$ cat config.mk
export PLATFORM = sky130hd
export DESIGN_NAME = digital_io_ports
export DESIGN_NICKNAME = d
export VERILOG_FILES = /design/src/shared/dio_pkg.sv /design/src/shared/relay_if.sv /design/src/design/digital_io_ports.sv /design/src/design/i2c_byte_receiver.sv
export SDC_FILE = /design/constraint.sdc
export NUM_CORES = 1
export LEC_CHECK = 0
export ABC_AREA = 1
export ABC_CLOCK_PERIOD_IN_PS = 2490
export BUFFER_PORTS_ARGS = -buffer_cell sky130_fd_sc_hd__buf_2
export CAP_MARGIN = 20
export CORE_ASPECT_RATIO = 0.7
export CORE_MARGIN = 2
export CORE_UTILIZATION = 55
export DETAILED_ROUTE_END_ITERATION = 8
export PLACE_DENSITY = 0.83
export SLEW_MARGIN = 20
export SYNTH_ARGS = -nofsm -noshare
export SYNTH_HDL_FRONTEND = slang
export SYNTH_SLANG_ARGS = --single-unit
export TNS_END_PERCENT = 10
$ cat constraint.sdc
create_clock -name mclk_in -period 2.49 [get_ports mclk_in]
set_input_delay 0.1245 -clock mclk_in [delete_from_list [all_inputs] [get_ports mclk_in]]
set_output_delay 0.1245 -clock mclk_in [all_outputs]
set_load 0.01 [all_outputs]
$ cat src/shared/dio_pkg.sv
// constants for the digital i/o port bank and relay expander
package dio_pkg;
  localparam int          IO_AW              = 16;
  localparam logic [15:0] EXT_LOW_ADDR       = 16'h0321;
  localparam logic [15:0] INTERNAL_ADDR      = 16'h0322;
  localparam logic [15:0] STATUS_ADDR        = 16'h0323;
  localparam logic [15:0] AUX_STATUS_ADDR    = 16'h0324;
  localparam logic [15:0] EXT_HIGH_ADDR      = 16'h0325;
  localparam logic [7:0]  PORT_RESET         = 8'hff;
  localparam logic [7:0]  UNMAPPED_READ      = 8'hff;
  localparam logic [1:0]  INPUT_PAD_ONES     = 2'h3;
  localparam int          IN_GROUP_W         = 6;
  localparam int          OUT_LOW_W          = 8;
  localparam int          OUT_HIGH_W         = 4;
  localparam int          HEALTHY_BIT        = 0;
  localparam int          SEQUENCE_BIT       = 2;
  localparam int          DIAG_BIT           = 3;
  localparam int          THERMAL_BIT        = 4;
  localparam int          PRESSURE_BIT       = 5;
  localparam logic [7:0]  RELAY_I2C_ADDR     = 8'h44;
  localparam int          KEEPALIVE_BIT      = 0;
  localparam int          PUMP_BIT           = 1;
  localparam int          KEEPALIVE_S        = 5;
  localparam int          CLK_HZ             = 40_000_000;
  localparam int          KEEPALIVE_CYCLES   = KEEPALIVE_S * CLK_HZ;
endpackage : dio_pkg

$ cat src/shared/relay_if.sv
// byte stream from the i2c receiver to the relay latch
interface relay_if;
  logic       byte_valid; // one-cycle pulse per accepted data byte
  logic       byte_first; // byte is the first after the address
  logic [7:0] byte_data;  // received byte
  modport rx   (output byte_valid, output byte_first, output byte_data);
  modport sink (input byte_valid, input byte_first, input byte_data);
endinterface : relay_if

$ cat src/design/digital_io_ports.sv
// byte-wide i/o port bank on the host i/o bus plus relay expander with keep-alive
module digital_io_ports
#(
  parameter int unsigned KEEPALIVE_CYCLES = dio_pkg::KEEPALIVE_CYCLES // keep-alive timeout
)
(
  input  wire logic        mclk_in,            // 40 mhz clock
  input  wire logic        reset_n_in,         // synchronous reset, active low
  input  wire logic [15:0] io_addr_in,         // host i/o address
  input  wire logic        io_rd_in,           // read strobe, one cycle
  input  wire logic        io_wr_in,           // write strobe, one cycle
  input  wire logic [7:0]  io_wdata_in,        // write data
  output logic      [7:0]  io_rdata_out,       // read data, one cycle after strobe
  input  wire logic [11:0] ext_in_n_in,        // external inputs 1-12, active low
  input  wire logic [7:0]  internal_in_in,     // spare internal inputs
  output logic      [11:0] ext_out_n_out,      // external outputs 1-12, active low
  output logic      [7:0]  internal_out_out,   // spare internal outputs
  output logic      [7:0]  status_out,         // status lines, active low
  output logic      [7:0]  aux_status_out,     // spare auxiliary status lines
  input  wire logic        i2c_scl_in,         // relay i2c clock
  input  wire logic        i2c_sda_in,         // relay i2c data in
  output logic             i2c_sda_out,        // relay i2c data out, always low
  output logic             i2c_sda_oe_out,     // high while acking
  output logic      [7:0]  relay_port_out,     // relay expander bits, released when idle
  output logic             relay_active_out,   // relay board active
  output logic             zero_air_pump_n_out // zero-air pump, low runs it
);
  // refuse a timeout that the keep-alive counter cannot serve
  if (KEEPALIVE_CYCLES < 2)
  begin : g_bad_timeout
    $error("keep-alive timeout too short");
  end

  relay_if rif ();

  logic [11:0] ext_s1_reg;
  logic [11:0] ext_s2_reg;
  logic [7:0]  int_s1_reg;
  logic [7:0]  int_s2_reg;
  logic [7:0]  relay_reg;
  logic        keep_prev_reg;
  logic [31:0] alive_cnt_reg;

  // address decode and read mux
  wire sel_ext_lo = (io_addr_in == dio_pkg::EXT_LOW_ADDR);
  wire sel_int    = (io_addr_in == dio_pkg::INTERNAL_ADDR);
  wire sel_stat   = (io_addr_in == dio_pkg::STATUS_ADDR);
  wire sel_aux    = (io_addr_in == dio_pkg::AUX_STATUS_ADDR);
  wire sel_ext_hi = (io_addr_in == dio_pkg::EXT_HIGH_ADDR);
  wire [7:0] rd_ext_lo = {dio_pkg::INPUT_PAD_ONES, ext_s2_reg[5:0]};
  wire [7:0] rd_ext_hi = {dio_pkg::INPUT_PAD_ONES, ext_s2_reg[11:6]};
  wire [7:0] rd_next   = sel_ext_lo ? rd_ext_lo :
                         sel_ext_hi ? rd_ext_hi :
                         sel_int    ? int_s2_reg : dio_pkg::UNMAPPED_READ;
  wire keep_toggle = rif.byte_valid & rif.byte_first &
                     (rif.byte_data[dio_pkg::KEEPALIVE_BIT] != keep_prev_reg);
  wire alive_next  = keep_toggle | (relay_active_out &
                     (alive_cnt_reg < KEEPALIVE_CYCLES - 1));
  // relay byte as it will stand after this edge
  wire [7:0] relay_next = (rif.byte_valid & rif.byte_first) ? rif.byte_data : relay_reg;

  // pump follows the registered relay bit, sda is only ever pulled low
  assign zero_air_pump_n_out = relay_port_out[dio_pkg::PUMP_BIT];
  assign i2c_sda_out         = 1'b0;

  // input synchronisers
  always_ff @(posedge mclk_in)
  begin
    ext_s1_reg <= ext_in_n_in;
    ext_s2_reg <= ext_s1_reg;
    int_s1_reg <= internal_in_in;
    int_s2_reg <= int_s1_reg;
  end

  // registered read data
  always_ff @(posedge mclk_in)
  begin
    if (!reset_n_in)
      io_rdata_out <= dio_pkg::UNMAPPED_READ;
    else if (io_rd_in)
      io_rdata_out <= rd_next;
  end

  // output port latches
  always_ff @(posedge mclk_in)
  begin
    if (!reset_n_in)
    begin
      ext_out_n_out    <= {dio_pkg::PORT_RESET[3:0], dio_pkg::PORT_RESET};
      internal_out_out <= dio_pkg::PORT_RESET;
      status_out       <= dio_pkg::PORT_RESET;
      aux_status_out   <= dio_pkg::PORT_RESET;
    end
    else if (io_wr_in)
    begin
      if (sel_ext_lo)
        ext_out_n_out[7:0] <= io_wdata_in;
      if (sel_ext_hi)
        ext_out_n_out[11:8] <= io_wdata_in[3:0];
      if (sel_int)
        internal_out_out <= io_wdata_in;
      if (sel_stat)
        status_out <= io_wdata_in;
      if (sel_aux)
        aux_status_out <= io_wdata_in;
    end
  end

  // relay latch and keep-alive timer
  always_ff @(posedge mclk_in)
  begin
    if (!reset_n_in)
    begin
      relay_reg        <= dio_pkg::PORT_RESET;
      keep_prev_reg    <= 1'b1;
      alive_cnt_reg    <= 32'h0;
      relay_active_out <= 1'b0;
      relay_port_out   <= dio_pkg::PORT_RESET;
    end
    else
    begin
      if (rif.byte_valid && rif.byte_first)
      begin
        relay_reg     <= rif.byte_data;
        keep_prev_reg <= rif.byte_data[dio_pkg::KEEPALIVE_BIT];
      end
      relay_active_out <= alive_next;
      relay_port_out   <= alive_next ? relay_next : dio_pkg::PORT_RESET;
      alive_cnt_reg    <= keep_toggle ? 32'h0 : alive_cnt_reg + 32'h1;
    end
  end

  i2c_byte_receiver u_rx
  (
    .mclk_in    (mclk_in),
    .reset_n_in (reset_n_in),
    .scl_in     (i2c_scl_in),
    .sda_in     (i2c_sda_in),
    .sda_oe_out (i2c_sda_oe_out),
    .rx         (rif.rx)
  );

  // checks on port behaviour
  rd_low_a: assert property (@(posedge mclk_in) disable iff (!reset_n_in)
    io_rd_in && sel_ext_lo |=> io_rdata_out == {2'h3, $past(ext_s2_reg[5:0])})
    else $error("low input port read wrong");
  rd_high_a: assert property (@(posedge mclk_in) disable iff (!reset_n_in)
    io_rd_in && sel_ext_hi |=> io_rdata_out[7:6] == 2'h3 &&
    io_rdata_out[5:0] == $past(ext_s2_reg[11:6]))
    else $error("high input port read wrong");
  wr_low_a: assert property (@(posedge mclk_in) disable iff (!reset_n_in)
    io_wr_in && sel_ext_lo |=> ext_out_n_out[7:0] == $past(io_wdata_in))
    else $error("low output port not written");
  wr_high_a: assert property (@(posedge mclk_in) disable iff (!reset_n_in)
    io_wr_in && sel_ext_hi |=> ext_out_n_out[11:8] == $past(io_wdata_in[3:0]) &&
    $stable(ext_out_n_out[7:0]))
    else $error("high output port not written");
  rd_internal_a: assert property (@(posedge mclk_in) disable iff (!reset_n_in)
    io_rd_in && sel_int |=> io_rdata_out == $past(int_s2_reg))
    else $error("internal input read wrong");
  wr_internal_a: assert property (@(posedge mclk_in) disable iff (!reset_n_in)
    io_wr_in && sel_int |=> internal_out_out == $past(io_wdata_in) && $stable(status_out))
    else $error("internal output not written");
  wr_status_a: assert property (@(posedge mclk_in) disable iff (!reset_n_in)
    io_wr_in && sel_stat |=> status_out == $past(io_wdata_in) && $stable(aux_status_out))
    else $error("status port not written");
  wr_aux_a: assert property (@(posedge mclk_in) disable iff (!reset_n_in)
    io_wr_in && sel_aux |=> aux_status_out == $past(io_wdata_in))
    else $error("aux status port not written");
  relay_idle_a: assert property (@(posedge mclk_in) disable iff (!reset_n_in)
    !relay_active_out |-> zero_air_pump_n_out && relay_port_out == 8'hff)
    else $error("relay outputs live while inactive");
  relay_timeout_a: assert property (@(posedge mclk_in) disable iff (!reset_n_in)
    relay_active_out && alive_cnt_reg >= KEEPALIVE_CYCLES - 1 && !keep_toggle
    |=> !relay_active_out)
    else $error("relay stayed active after timeout");
  pump_follow_a: assert property (@(posedge mclk_in) disable iff (!reset_n_in)
    relay_active_out |-> zero_air_pump_n_out == relay_reg[1])
    else $error("pump does not follow bit 1");
  reset_release_a: assert property (@(posedge mclk_in)
    !reset_n_in |=> ext_out_n_out == 12'hfff && status_out == 8'hff &&
    internal_out_out == 8'hff && aux_status_out == 8'hff && !relay_active_out)
    else $error("outputs not released after reset");
endmodule : digital_io_ports

$ cat src/design/i2c_byte_receiver.sv
// write-only i2c slave that hands received data bytes to the relay latch
module i2c_byte_receiver
(
  input  wire logic mclk_in,    // system clock
  input  wire logic reset_n_in, // synchronous reset, active low
  input  wire logic scl_in,     // i2c clock pin
  input  wire logic sda_in,     // i2c data pin
  output logic      sda_oe_out, // high while pulling sda low for ack
  relay_if.rx       rx          // received bytes
);
  typedef enum logic [2:0] {IDLE, ADDR, DATA, ACK, SKIP} rx_state_t;

  rx_state_t  state_reg;
  logic [1:0] scl_sync_reg;
  logic [1:0] sda_sync_reg;
  logic       scl_prev_reg;
  logic       sda_prev_reg;
  logic [7:0] shift_reg;
  logic [3:0] count_reg;
  logic       first_reg;

  // edges seen on the second synchroniser stage only
  wire scl_rise = scl_sync_reg[1] & ~scl_prev_reg;
  wire scl_fall = ~scl_sync_reg[1] & scl_prev_reg;
  wire start_c  = scl_sync_reg[1] & scl_prev_reg & sda_prev_reg & ~sda_sync_reg[1];
  wire stop_c   = scl_sync_reg[1] & scl_prev_reg & ~sda_prev_reg & sda_sync_reg[1];
  wire byte_end = scl_fall & (count_reg == 4'h8);
  wire addr_hit = (shift_reg == dio_pkg::RELAY_I2C_ADDR);

  // pin synchronisers
  always_ff @(posedge mclk_in)
  begin
    scl_sync_reg <= {scl_sync_reg[0], scl_in};
    sda_sync_reg <= {sda_sync_reg[0], sda_in};
    scl_prev_reg <= scl_sync_reg[1];
    sda_prev_reg <= sda_sync_reg[1];
  end

  // byte framing, address match and ack
  always_ff @(posedge mclk_in)
  begin
    rx.byte_valid <= 1'b0;
    if (!reset_n_in || stop_c)
    begin
      state_reg  <= IDLE;
      sda_oe_out <= 1'b0;
      count_reg  <= 4'h0;
      first_reg  <= 1'b0;
    end
    else if (start_c)
    begin
      state_reg  <= ADDR;
      sda_oe_out <= 1'b0;
      count_reg  <= 4'h0;
    end
    else
    begin
      case (state_reg)
        ADDR, DATA:
        begin
          if (scl_rise)
          begin
            shift_reg <= {shift_reg[6:0], sda_sync_reg[1]};
            count_reg <= count_reg + 4'h1;
          end
          else if (byte_end && state_reg == ADDR)
          begin
            state_reg  <= addr_hit ? ACK : SKIP;
            sda_oe_out <= addr_hit;
            first_reg  <= 1'b1;
          end
          else if (byte_end)
          begin
            rx.byte_valid <= 1'b1;
            rx.byte_first <= first_reg;
            rx.byte_data  <= shift_reg;
            first_reg     <= 1'b0;
            state_reg     <= ACK;
            sda_oe_out    <= 1'b1;
          end
        end
        ACK:
        begin
          if (scl_fall)
          begin
            sda_oe_out <= 1'b0;
            count_reg  <= 4'h0;
            state_reg  <= DATA;
          end
        end
        SKIP:    state_reg <= SKIP;
        default: state_reg <= IDLE;
      endcase
    end
  end
endmodule : i2c_byte_receiver

Word-level counts from Yosys, hierarchy flattened
Cells that the tools add are included.

Register bits after elaboration: 167. Bits in latches: 0. Memory bits (writable): 0. Memory bits (read-only): 0. Bits of input ports: 50. Output and inout port bits: 56. Logic and storage cells: 117. Memories: 0.

$add $sub $neg: 2. Multipliers: 0. Div/mod/pow operators: 0. Order comparisons: 1. Equal/unequal tests: 19. Shifts and indexed selects: 0. Mux-type cells: 22. Bitwise logic cells: 22. Reduce and logical (&&, ||, !) cells: 23.

Operator list (count): $eq A16 B10 Y1 const B (5); $add A32 B1 Y32 const B (1); $lt A32 B28 Y1 const B (1); $mux W8 (4); $mux W3 (5); $reduce_and A2 Y1 (6); $reduce_and A4 Y1 (3); $and A1 B1 Y1 (11); $not A1 Y1 (10); $pmux W3 S3 (1); $reduce_and A3 Y1 (3); $eq A8 B7 Y1 const B (1); $mux W1 (8); $mux W4 (2); $pmux W4 S2 (1); $eq A3 B2 Y1 const B (2); $ne A3 B1 Y1 const B (2); $reduce_and A6 Y1 (1); $reduce_or A2 Y1 (3); $reduce_or A5 Y1 (1); $add A4 B1 Y4 const B (1); $eq A4 B4 Y1 const B (1); $ne A2 B1 Y1 const B (2); $ne A4 B1 Y1 const B (1); other kinds (11) (13).

Depth between registers and ports, before layout
Gate-level depths: netlist of run 1.

Depth after elaboration: 8. Depth in mapped cells: 10. Gate-level depth less buffers: 10.

By module
A second synthesis of run 1 with hierarchy kept.

Cell total of the unflattened synthesis: 781. Area total of the unflattened synthesis: 6595.1 um^2.

By module, submodules not included: digital_io_ports (times used 1, cells each 653, area an instance 5297.6 um^2, seq. area each 2662.6 um^2); i2c_byte_receiver (times used 1, cells each 128, area an instance 1297.5 um^2, seq. area each 830.8 um^2).

Worst setup path before layout of run 1
OpenSTA, ideal clock, no wires.

Kind: register to register. From: reg u_rx.count_reg[0]. To: reg u_rx.rx.byte_data[0], enable pin. Library setup time: 0.399 ns. Arrival time: 1.748 ns. Data required time: 2.091 ns. Setup slack: 0.343 ns. Cell stages (with the launch flop): 6. Path buffers: 0. Clock period less this slack: 2.147 ns. Path through: dfxtp_1 -> inv_1 -> ha_1 -> nand4_1 -> nor2_1 -> nor4_1.

Longest elaborated chain between the ends: 5.

Ends and longest elaborated chain: start: declaration (RTL line i2c_byte_receiver.sv:19) `logic [3:0] count_reg;`; start signal: assignment (RTL line i2c_byte_receiver.sv:64) `count_reg <= count_reg + 4'h1;`; $eq A4 B4 Y1 (*) (RTL line i2c_byte_receiver.sv:27) `wire byte_end = scl_fall & (count_reg == 4'h8);`; $and A1 B1 Y1 (*) (RTL line i2c_byte_receiver.sv:27); $logic_and A1 B1 Y1 (RTL line i2c_byte_receiver.sv:66) `else if (byte_end && state_reg == ADDR)`; $not A1 Y1 (no line); $reduce_and A6 Y1 (no line) (*); end signal: assignment (RTL line i2c_byte_receiver.sv:76) `rx.byte_data <= shift_reg;`; end: declaration (RTL line relay_if.sv:6) `modport rx (output byte_valid, output byte_first, output byte_data);`.

Mark *: on every way between the ends. The rest lies on a longest branch, timed or not. A chain may end at the register's enable or synchronous reset.

Worst setup path in the final report of run 1
From: reg alive_cnt_reg[0]. To: reg relay_port_out[1].

Longest elaborated chain between the ends: 4.

Ends and longest elaborated chain: start: declaration (RTL line digital_io_ports.sv:42) `logic [31:0] alive_cnt_reg;`; start signal: assignment (RTL line digital_io_ports.sv:129) `alive_cnt_reg <= keep_toggle ? 32'h0 : alive_cnt_reg + 32'h1;`; $lt A32 B28 Y1 (RTL line digital_io_ports.sv:58) `(alive_cnt_reg < KEEPALIVE_CYCLES - 1));`; $and A1 B1 Y1 (RTL line digital_io_ports.sv:57) `wire alive_next = keep_toggle | (relay_active_out &`; $or A1 B1 Y1 (RTL line digital_io_ports.sv:57); $reduce_and A2 Y1 (no line); end signal: assignment (RTL line digital_io_ports.sv:118) `relay_port_out <= dio_pkg::PORT_RESET;`; end signal: assignment (RTL line digital_io_ports.sv:128) `relay_port_out <= alive_next ? relay_next : dio_pkg::PORT_RESET;`; end: declaration (RTL line digital_io_ports.sv:24) `output logic [7:0] relay_port_out,`.

Every way passes these cells.

==> results of run 1 <==
cell families after synthesis:
family          count (synthesis)
compound gates                 97
xor+xnor                        7
fa+ha+maj                       3
buf+inv                       111
flops                         166
other cells                     1
simple gates                  362
what timing repair did:
item	in CTS	in global routing
hold endpoints to repair	22	0
buffers inserted	0	0
hold buffers	22	0
worst register-to-register path, delay by kind of cell, from the launching register on:
kind	cells	cell delay, ps
flip-flops	1	370
AND/OR/NAND/NOR	7	790
AO/OA/AOI/OAI	1	300
adder cells (fa/ha/maj)	1	230
metrics by stage:
step                total power [W]  hold WS, ps    util  worst slack [ps]  instance area [um^2]
global placement           0.003187        227.5  0.6256             872.9                  6913
detailed placement         0.003193        228.1  0.6256             776.4                  6913
global route               0.005831        35.81  0.6958             596.5                  7689
floorplan                  0.003083        152.2       -             343.4                  6251
finish                     0.005621        21.05  0.6958             748.1                  7689
CTS                        0.005631        9.329  0.6958             758.6                  7689
cells in the final DEF (no fill, tap or decap), drive strengths merged, types with 7 or more instances in the layout:
cell type	count
nand3b	7
nand3	34
nand2	192
o21ai	22
clkbuf	18
edfxtp	17
inv	99
dfxtp	149
buf	110
dlygate4sd3	22
a21oi	37
nor3	17
nand4	23
o211ai	36
nor2	83
per-layer routing:
metal | global-route usage | part of all wire | vias to the layer above
li1 | - | - | 2701
met1 | 0.3165 | 0.46 | 2488
met2 | 0.3883 | 0.45 | 175
met3 | 0.05691 | 0.057 | 39
met4 | 0.1214 | 0.030 | 0
met5 | 0 | 0 | -
area by class of cell:
type,count,area share
Inverter,94,0.04589
Multi-Input combinational cell,470,0.3004
Tap cell,153,0.02490
Timing Repair Buffer,132,0.1022
Clock buffer,18,0.05712
Clock inverter,13,0.01513
Sequential cell,166,0.4544
power groups by stage:
stage / Sequential (W) / Combinational, W / Clock [W]
after global routing: 0.00283 / 0.000398 / 0.00260
after floorplan: 0.00288 / 0.000204 / 0
final: 0.00282 / 0.000347 / 0.00245
after detailed placement: 0.00288 / 0.000311 / 0
after global placement: 0.00288 / 0.000307 / 0
after CTS: 0.00282 / 0.000342 / 0.00247
worst max path at each step:
| stage | start | to | cells after the start |
|---|---|---|---|
| 3_3_place_gp | io_addr_in[4] | io_rdata_out[1]$_SDFFE_PN1P_ | 10 |
| 3_5_place_dp | alive_cnt_reg[0]$_SDFF_PP0_ | relay_port_out[1]$_SDFF_PN1_ | 9 |
| 2_1_floorplan | u_rx.count_reg[0]$_SDFFE_PP0P_ | u_rx.rx.byte_data[0]$_DFFE_PP_ | 5 |
| 4_1_cts | alive_cnt_reg[0]$_SDFF_PP0_ | relay_port_out[1]$_SDFF_PN1_ | 9 |
| 6_report | alive_cnt_reg[0]$_SDFF_PP0_ | relay_port_out[1]$_SDFF_PN1_ | 9 |
| 5_1_grt | alive_cnt_reg[0]$_SDFF_PP0_ | relay_port_out[1]$_SDFF_PN1_ | 9 |
==> impl_metrics.env, run 1 <==
export IMPL_start_kind="flip-flop"
export IMPL_switching_share=0.2446
export IMPL_synth_compound_area_share=0.09287
export IMPL_gp_congestion=0.9415
export IMPL_slew_viol_final=0
export IMPL_grt_max_degree=40
export IMPL_ys_ff_latch=166
export IMPL_r2r_start="alive_cnt_reg[0]$_SDFF_PP0_"
export IMPL_yosysTopAreaCell="dfxtp_1"
export IMPL_period_share=0.6996
export IMPL_cts_tree="built"
export IMPL_ios=106
export IMPL_postCtsResizedCells=0
export IMPL_die_x_um=131.4
export IMPL_cp_arrival_ps=2100
export IMPL_cp_common_cell="nand2_1"
export IMPL_p_int_w=0.004246
export IMPL_maxCapViolCount=0
export IMPL_outcome="finished, final reports clean"
export IMPL_rsz0062_at_grt="false"
export IMPL_finalHoldViolCount=0
export IMPL_worstMarginPinSlew_ps=547.4
export IMPL_cts_buffers=17
export IMPL_ys_top_cells_by_count="nand2_1, dfxtp_1, inv_1"
export IMPL_setup_worst_path_end_class="flip-flop"
export IMPL_p_leak_nw=3.286
export IMPL_antenna_found_initial=0
export IMPL_first_pass_iters=5
export IMPL_p_sw_w=0.001375
export IMPL_synth_edf_count=17
export IMPL_ant_nets=0
export IMPL_power_density_nw_per_um2=731.1
export IMPL_max_freq_mhz=574.1
export IMPL_initial_core_util=0.5657
export IMPL_cpPeakStageDelay_ps=370
export IMPL_place_inst=993
export IMPL_netlist_area_um2=6251
export IMPL_wl_per_cell_um=13.70
export IMPL_dieHeight_um=93.20
export IMPL_synth_most_common_cell="nand2_1"
export IMPL_clock_latency_ps=420
export IMPL_path_delay_family="simple AND/OR/NAND/NOR gates"
export IMPL_grt_pass1_wl_mm=23.81
export IMPL_nets=934
export IMPL_layout_drive_gt1_share=0.1915
export IMPL_synthCells=747
export IMPL_tns_ps=0
export IMPL_hp_start="io_rd_in"
export IMPL_synth_top_family_by_area="simple AND/OR/NAND/NOR gates"
export IMPL_largest_register_ffs=32
export IMPL_r2r_end="relay_port_out[1]$_SDFF_PN1_"
export IMPL_syn2layout_area_growth_pct=23.00
export IMPL_numPortBuffers=104
export IMPL_clockPowerShare=0.436
export IMPL_grt_overflow_total=0
export IMPL_drc=0
export IMPL_slew_headroom=0.6347
export IMPL_irDropWorstVdd_uv=662.1
export IMPL_viasPerCell=5.165
export IMPL_rr_worst_depth=9
export IMPL_cts_max_path_buffers=2
export IMPL_num_vias=5403
export IMPL_fin_cells=1046
export IMPL_fin_crit_ps=1742
export IMPL_worstPathBufferInverterCount=0
export IMPL_synth_fa_ha_area_frac=0.006005
export IMPL_synth_top_cell_area_share=0.4772
export IMPL_mappedNetlistNets=800
export IMPL_synth_xor_area_frac=0.009808
export IMPL_skew_ps=10.72
export IMPL_fillers=871
export IMPL_cp_slowest_cell="dfxtp_1"
export IMPL_worstPathRequired_ps=2850
export IMPL_muxShareOfSynthArea=0
export IMPL_yosysWarningCount=0
export IMPL_path_clk_slew_ps=60
export IMPL_hold_end="io_rdata_out[0]$_SDFFE_PN1P_"
export IMPL_critPathKind="flip-flop to flip-flop"
export IMPL_seqCellArea_um2=3493
export IMPL_wirelength_mm=14.33
export IMPL_multi_input_area_um2=2310
export IMPL_grt_usage=0.2442
export IMPL_setup_violations=0
export IMPL_drt_iter0_markers=378
export IMPL_crit_fanout=8
export IMPL_comb_power_share=0.062
export IMPL_antenna_cells=0
export IMPL_yosysSeqAreaShare=0.5588
export IMPL_rrSetupSlack_ps=750
export IMPL_root_buffer="clkbuf_16"
export IMPL_clkSinkCount=166
export IMPL_ys_flop_type="dfxtp_1"
export IMPL_htree_levels=4
export IMPL_first_global_vias=5073
export IMPL_ys_types=34
export IMPL_synth_area_per_cell_um2=8.368
export IMPL_rows=32
export IMPL_hp_class="input port to flip-flop"
export IMPL_dpl_hpwl_mm=9.771
export IMPL_core_area_um2=11050
export IMPL_ys_top_cells_by_area="dfxtp_1, nand2_1, edfxtp_1, inv_1, nor2_1"
export IMPL_whs_path_depth=3
export IMPL_sequentialPowerShare=0.502
export IMPL_critical_path_cell_chain="ha_1 -> nand2_1 -> nor2_1 -> nand2_2 -> o21ai_0 -> nand2_1 -> nand2_1 -> nand2_2 -> nand2_1"
export IMPL_async_flop_share=0
export IMPL_synthSimpleGateAreaFrac=0.2602
export IMPL_die_area_um2=12250
No activity file was read; power rests on OpenSTA's default activity.
==> inputs of run 2 (changes only) <==
--- a/config.mk
+++ b/config.mk
@@ -6,7 +6,7 @@
 export NUM_CORES = 1
 export LEC_CHECK = 0
 export ABC_AREA = 1
-export ABC_CLOCK_PERIOD_IN_PS = 2490
+export ABC_CLOCK_PERIOD_IN_PS = 1800
 export BUFFER_PORTS_ARGS = -buffer_cell sky130_fd_sc_hd__buf_2
 export CAP_MARGIN = 20
 export CORE_ASPECT_RATIO = 0.7
==> constraint.sdc (replaced) <==
create_clock -name mclk_in -period 1.8 [get_ports mclk_in]
set_input_delay 0.09 -clock mclk_in [delete_from_list [all_inputs] [get_ports mclk_in]]
set_output_delay 0.09 -clock mclk_in [all_outputs]
set_load 0.01 [all_outputs]
==> run 2 against run 1 <==
Against the previous run: design area is 1.0% higher; wire length grew 1.2%; first-iteration DRC count increased by 38%; via count shrank 0.52%; final cell count rose by 0.67%; die area is the same; sequential power is 39% higher; total power increased by 41%; critical path depth is 4 lower; combinational power grew 42%; non-clock buffer count grew 6; critical endpoint is now u_rx.rx.byte_data[1]$_DFFE_PP_; largest power group unchanged.
==> impl_metrics.env, run 2 (synthesis gave the netlist of run 1 again) <==
export IMPL_rr_worst_depth=5
export IMPL_whs_path_depth=3
export IMPL_wirelength_mm=14.50
export IMPL_clkSinkCount=166
export IMPL_die_x_um=131.4
export IMPL_worstPathRequired_ps=1930
export IMPL_core_area_um2=11050
export IMPL_root_buffer="clkbuf_16"
export IMPL_drc=0
export IMPL_ios=106
export IMPL_cp_slowest_cell="dfxtp_1"
export IMPL_setup_worst_path_end_class="flip-flop"
export IMPL_wl_per_cell_um=13.77
export IMPL_grt_max_degree=39
export IMPL_critical_path_cell_chain="o21ai_1 -> nor2_1 -> inv_1 -> nor4_2 -> buf_4"
export IMPL_grt_usage=0.2455
export IMPL_antenna_cells=0
export IMPL_start_kind="flip-flop"
export IMPL_viasPerCell=5.104
export IMPL_cpPeakStageDelay_ps=410
export IMPL_cp_arrival_ps=1790
export IMPL_antenna_found_initial=0
export IMPL_largest_register_ffs=32
export IMPL_crit_fanout=9
export IMPL_rrSetupSlack_ps=140
export IMPL_rsz0062_at_grt="false"
export IMPL_ant_nets=0
export IMPL_outcome="finished, final reports clean"
export IMPL_cts_setup_buffers=0
export IMPL_setup_violations=0
export IMPL_initial_core_util=0.5657
export IMPL_critPathKind="flip-flop to flip-flop"
export IMPL_cts_max_path_buffers=2
export IMPL_die_area_um2=12250
export IMPL_fin_crit_ps=1665
export IMPL_cts_buffers=17
export IMPL_r2r_end="u_rx.rx.byte_data[1]$_DFFE_PP_"
export IMPL_numPortBuffers=104
export IMPL_worstPathBufferInverterCount=2
export IMPL_r2r_start="u_rx.state_reg[0]$_SDFFE_PP0P_"
export IMPL_path_clk_slew_ps=70
export IMPL_grt_overflow_total=0
export IMPL_final_area_um2=7766
export IMPL_grt_pass1_wl_mm=23.98
export IMPL_clock_latency_ps=420
export IMPL_drt_iter0_markers=520
export IMPL_tns_ps=0
export IMPL_nets=940
export IMPL_hp_start="io_wdata_in[5]"
export IMPL_hold_end="internal_out_out[5]$_SDFFE_PN1P_"
export IMPL_startpoint="u_rx.state_reg[0]$_SDFFE_PP0P_"
export IMPL_period_share=0.9247
export IMPL_slew_viol_final=0
export IMPL_first_global_vias=5084
export IMPL_dpl_hpwl_mm=9.573
export IMPL_place_area_um2=6949
export IMPL_p_leak_nw=3.326
export IMPL_htree_levels=4
export IMPL_power_density_nw_per_um2=1019
export IMPL_path_delay_family="simple AND/OR/NAND/NOR gates"
export IMPL_maxCapViolCount=0
export IMPL_max_freq_mhz=600.8
export IMPL_rows=32
export IMPL_gp_congestion=0.9407
export IMPL_final_cell_mix="nand2_1, dfxtp_1, buf_2"
export IMPL_skew_ps=10.83
export IMPL_irDropWorstVdd_uv=823.8
export IMPL_layout_drive_gt1_share=0.1967
export IMPL_dieHeight_um=93.20
export IMPL_finalHoldViolCount=0
export IMPL_fillers=809
export IMPL_num_vias=5375
export IMPL_final_common_cell="nand2_1"
export IMPL_syn2layout_area_growth_pct=24.24
export IMPL_hp_class="input port to flip-flop"
export IMPL_first_pass_iters=6
export IMPL_cts_tree="built"
==> run 2: cell types whose count changed in the layout (fill, tap and decap cells not counted), sizes merged <==
cell,change
buf,+4
inv,+3
clkinv,-2
dlygate4sd3,+2
==> run 2: final cells by class <==
| cell class | count | area, um^2 | area share |
|---|---|---|---|
| inverters | 94 | 352.8 | 0.04543 |
| clock inverters | 14 | 137.6 | 0.01772 |
| repair buffers | 138 | 835.8 | 0.1076 |
| multi-input cells | 470 | 2316 | 0.2982 |
| clock buffers | 18 | 439.2 | 0.05655 |
| flip-flops and latches | 166 | 3493 | 0.4498 |
| well taps | 153 | 191.4 | 0.02465 |
==> run 2: worst max path at each step <==
stage                                endpoint  slack, ps  cells past startpoint
6_report       u_rx.rx.byte_data[1]$_DFFE_PP_        140                      5
5_1_grt          relay_port_out[0]$_SDFF_PN1_          5                      9
4_1_cts          relay_port_out[6]$_SDFF_PN1_        160                      9
3_5_place_dp   u_rx.rx.byte_data[5]$_DFFE_PP_        190                      5
3_3_place_gp   u_rx.rx.byte_data[5]$_DFFE_PP_        240                      5
2_1_floorplan     u_rx.shift_reg[0]$_DFFE_PP_          3                      7
==> run 2: power breakdown <==
part           internal, W  switching [W]  leakage (nW)
clock network      0.00188        0.00163         0.280
registers          0.00384      0.0000678          1.38
logic             0.000202       0.000291          1.67
==> run 2: layer usage <==
metal  vias to the layer above  GRT usage  routed length (um)
met4                         0    0.08786                 280
met3                        26    0.06829                1074
met5                         -          0                   0
li1                       2722          -                   -
met2                       194     0.3883                6453
met1                      2433     0.3259                6688
==> run 2: worst reg2reg max path, delay by kind of cell (launching register included) <==
family                 cells  cell delay (ps)
AND/OR/NAND/NOR            2              470
flip-flops                 1              410
buffers and inverters      2              360
AO/OA/AOI/OAI              1              140
==> run 2: stage by stage <==
stage                     cells  power (W)    util  setup WS (ps)  hold slack (ps)
after floorplan             747   0.004267       -          2.981            117.7
after global placement      997   0.004424  0.6289          241.7            193.4
after detailed placement    997   0.004427  0.6289          193.5            193.6
after CTS                  1053   0.007927  0.7028          163.8            5.468
after global routing       1053   0.008198  0.7028          4.628            13.40
final                      1053   0.007915  0.7028          135.5            14.13
==> run 2: timing repair <==
item,4_1_cts,5_1_grt
setup endpoints to repair,0,8
gates resized for setup,0,1
hold buffers,24,0
endpoints found under the hold margin,30,0
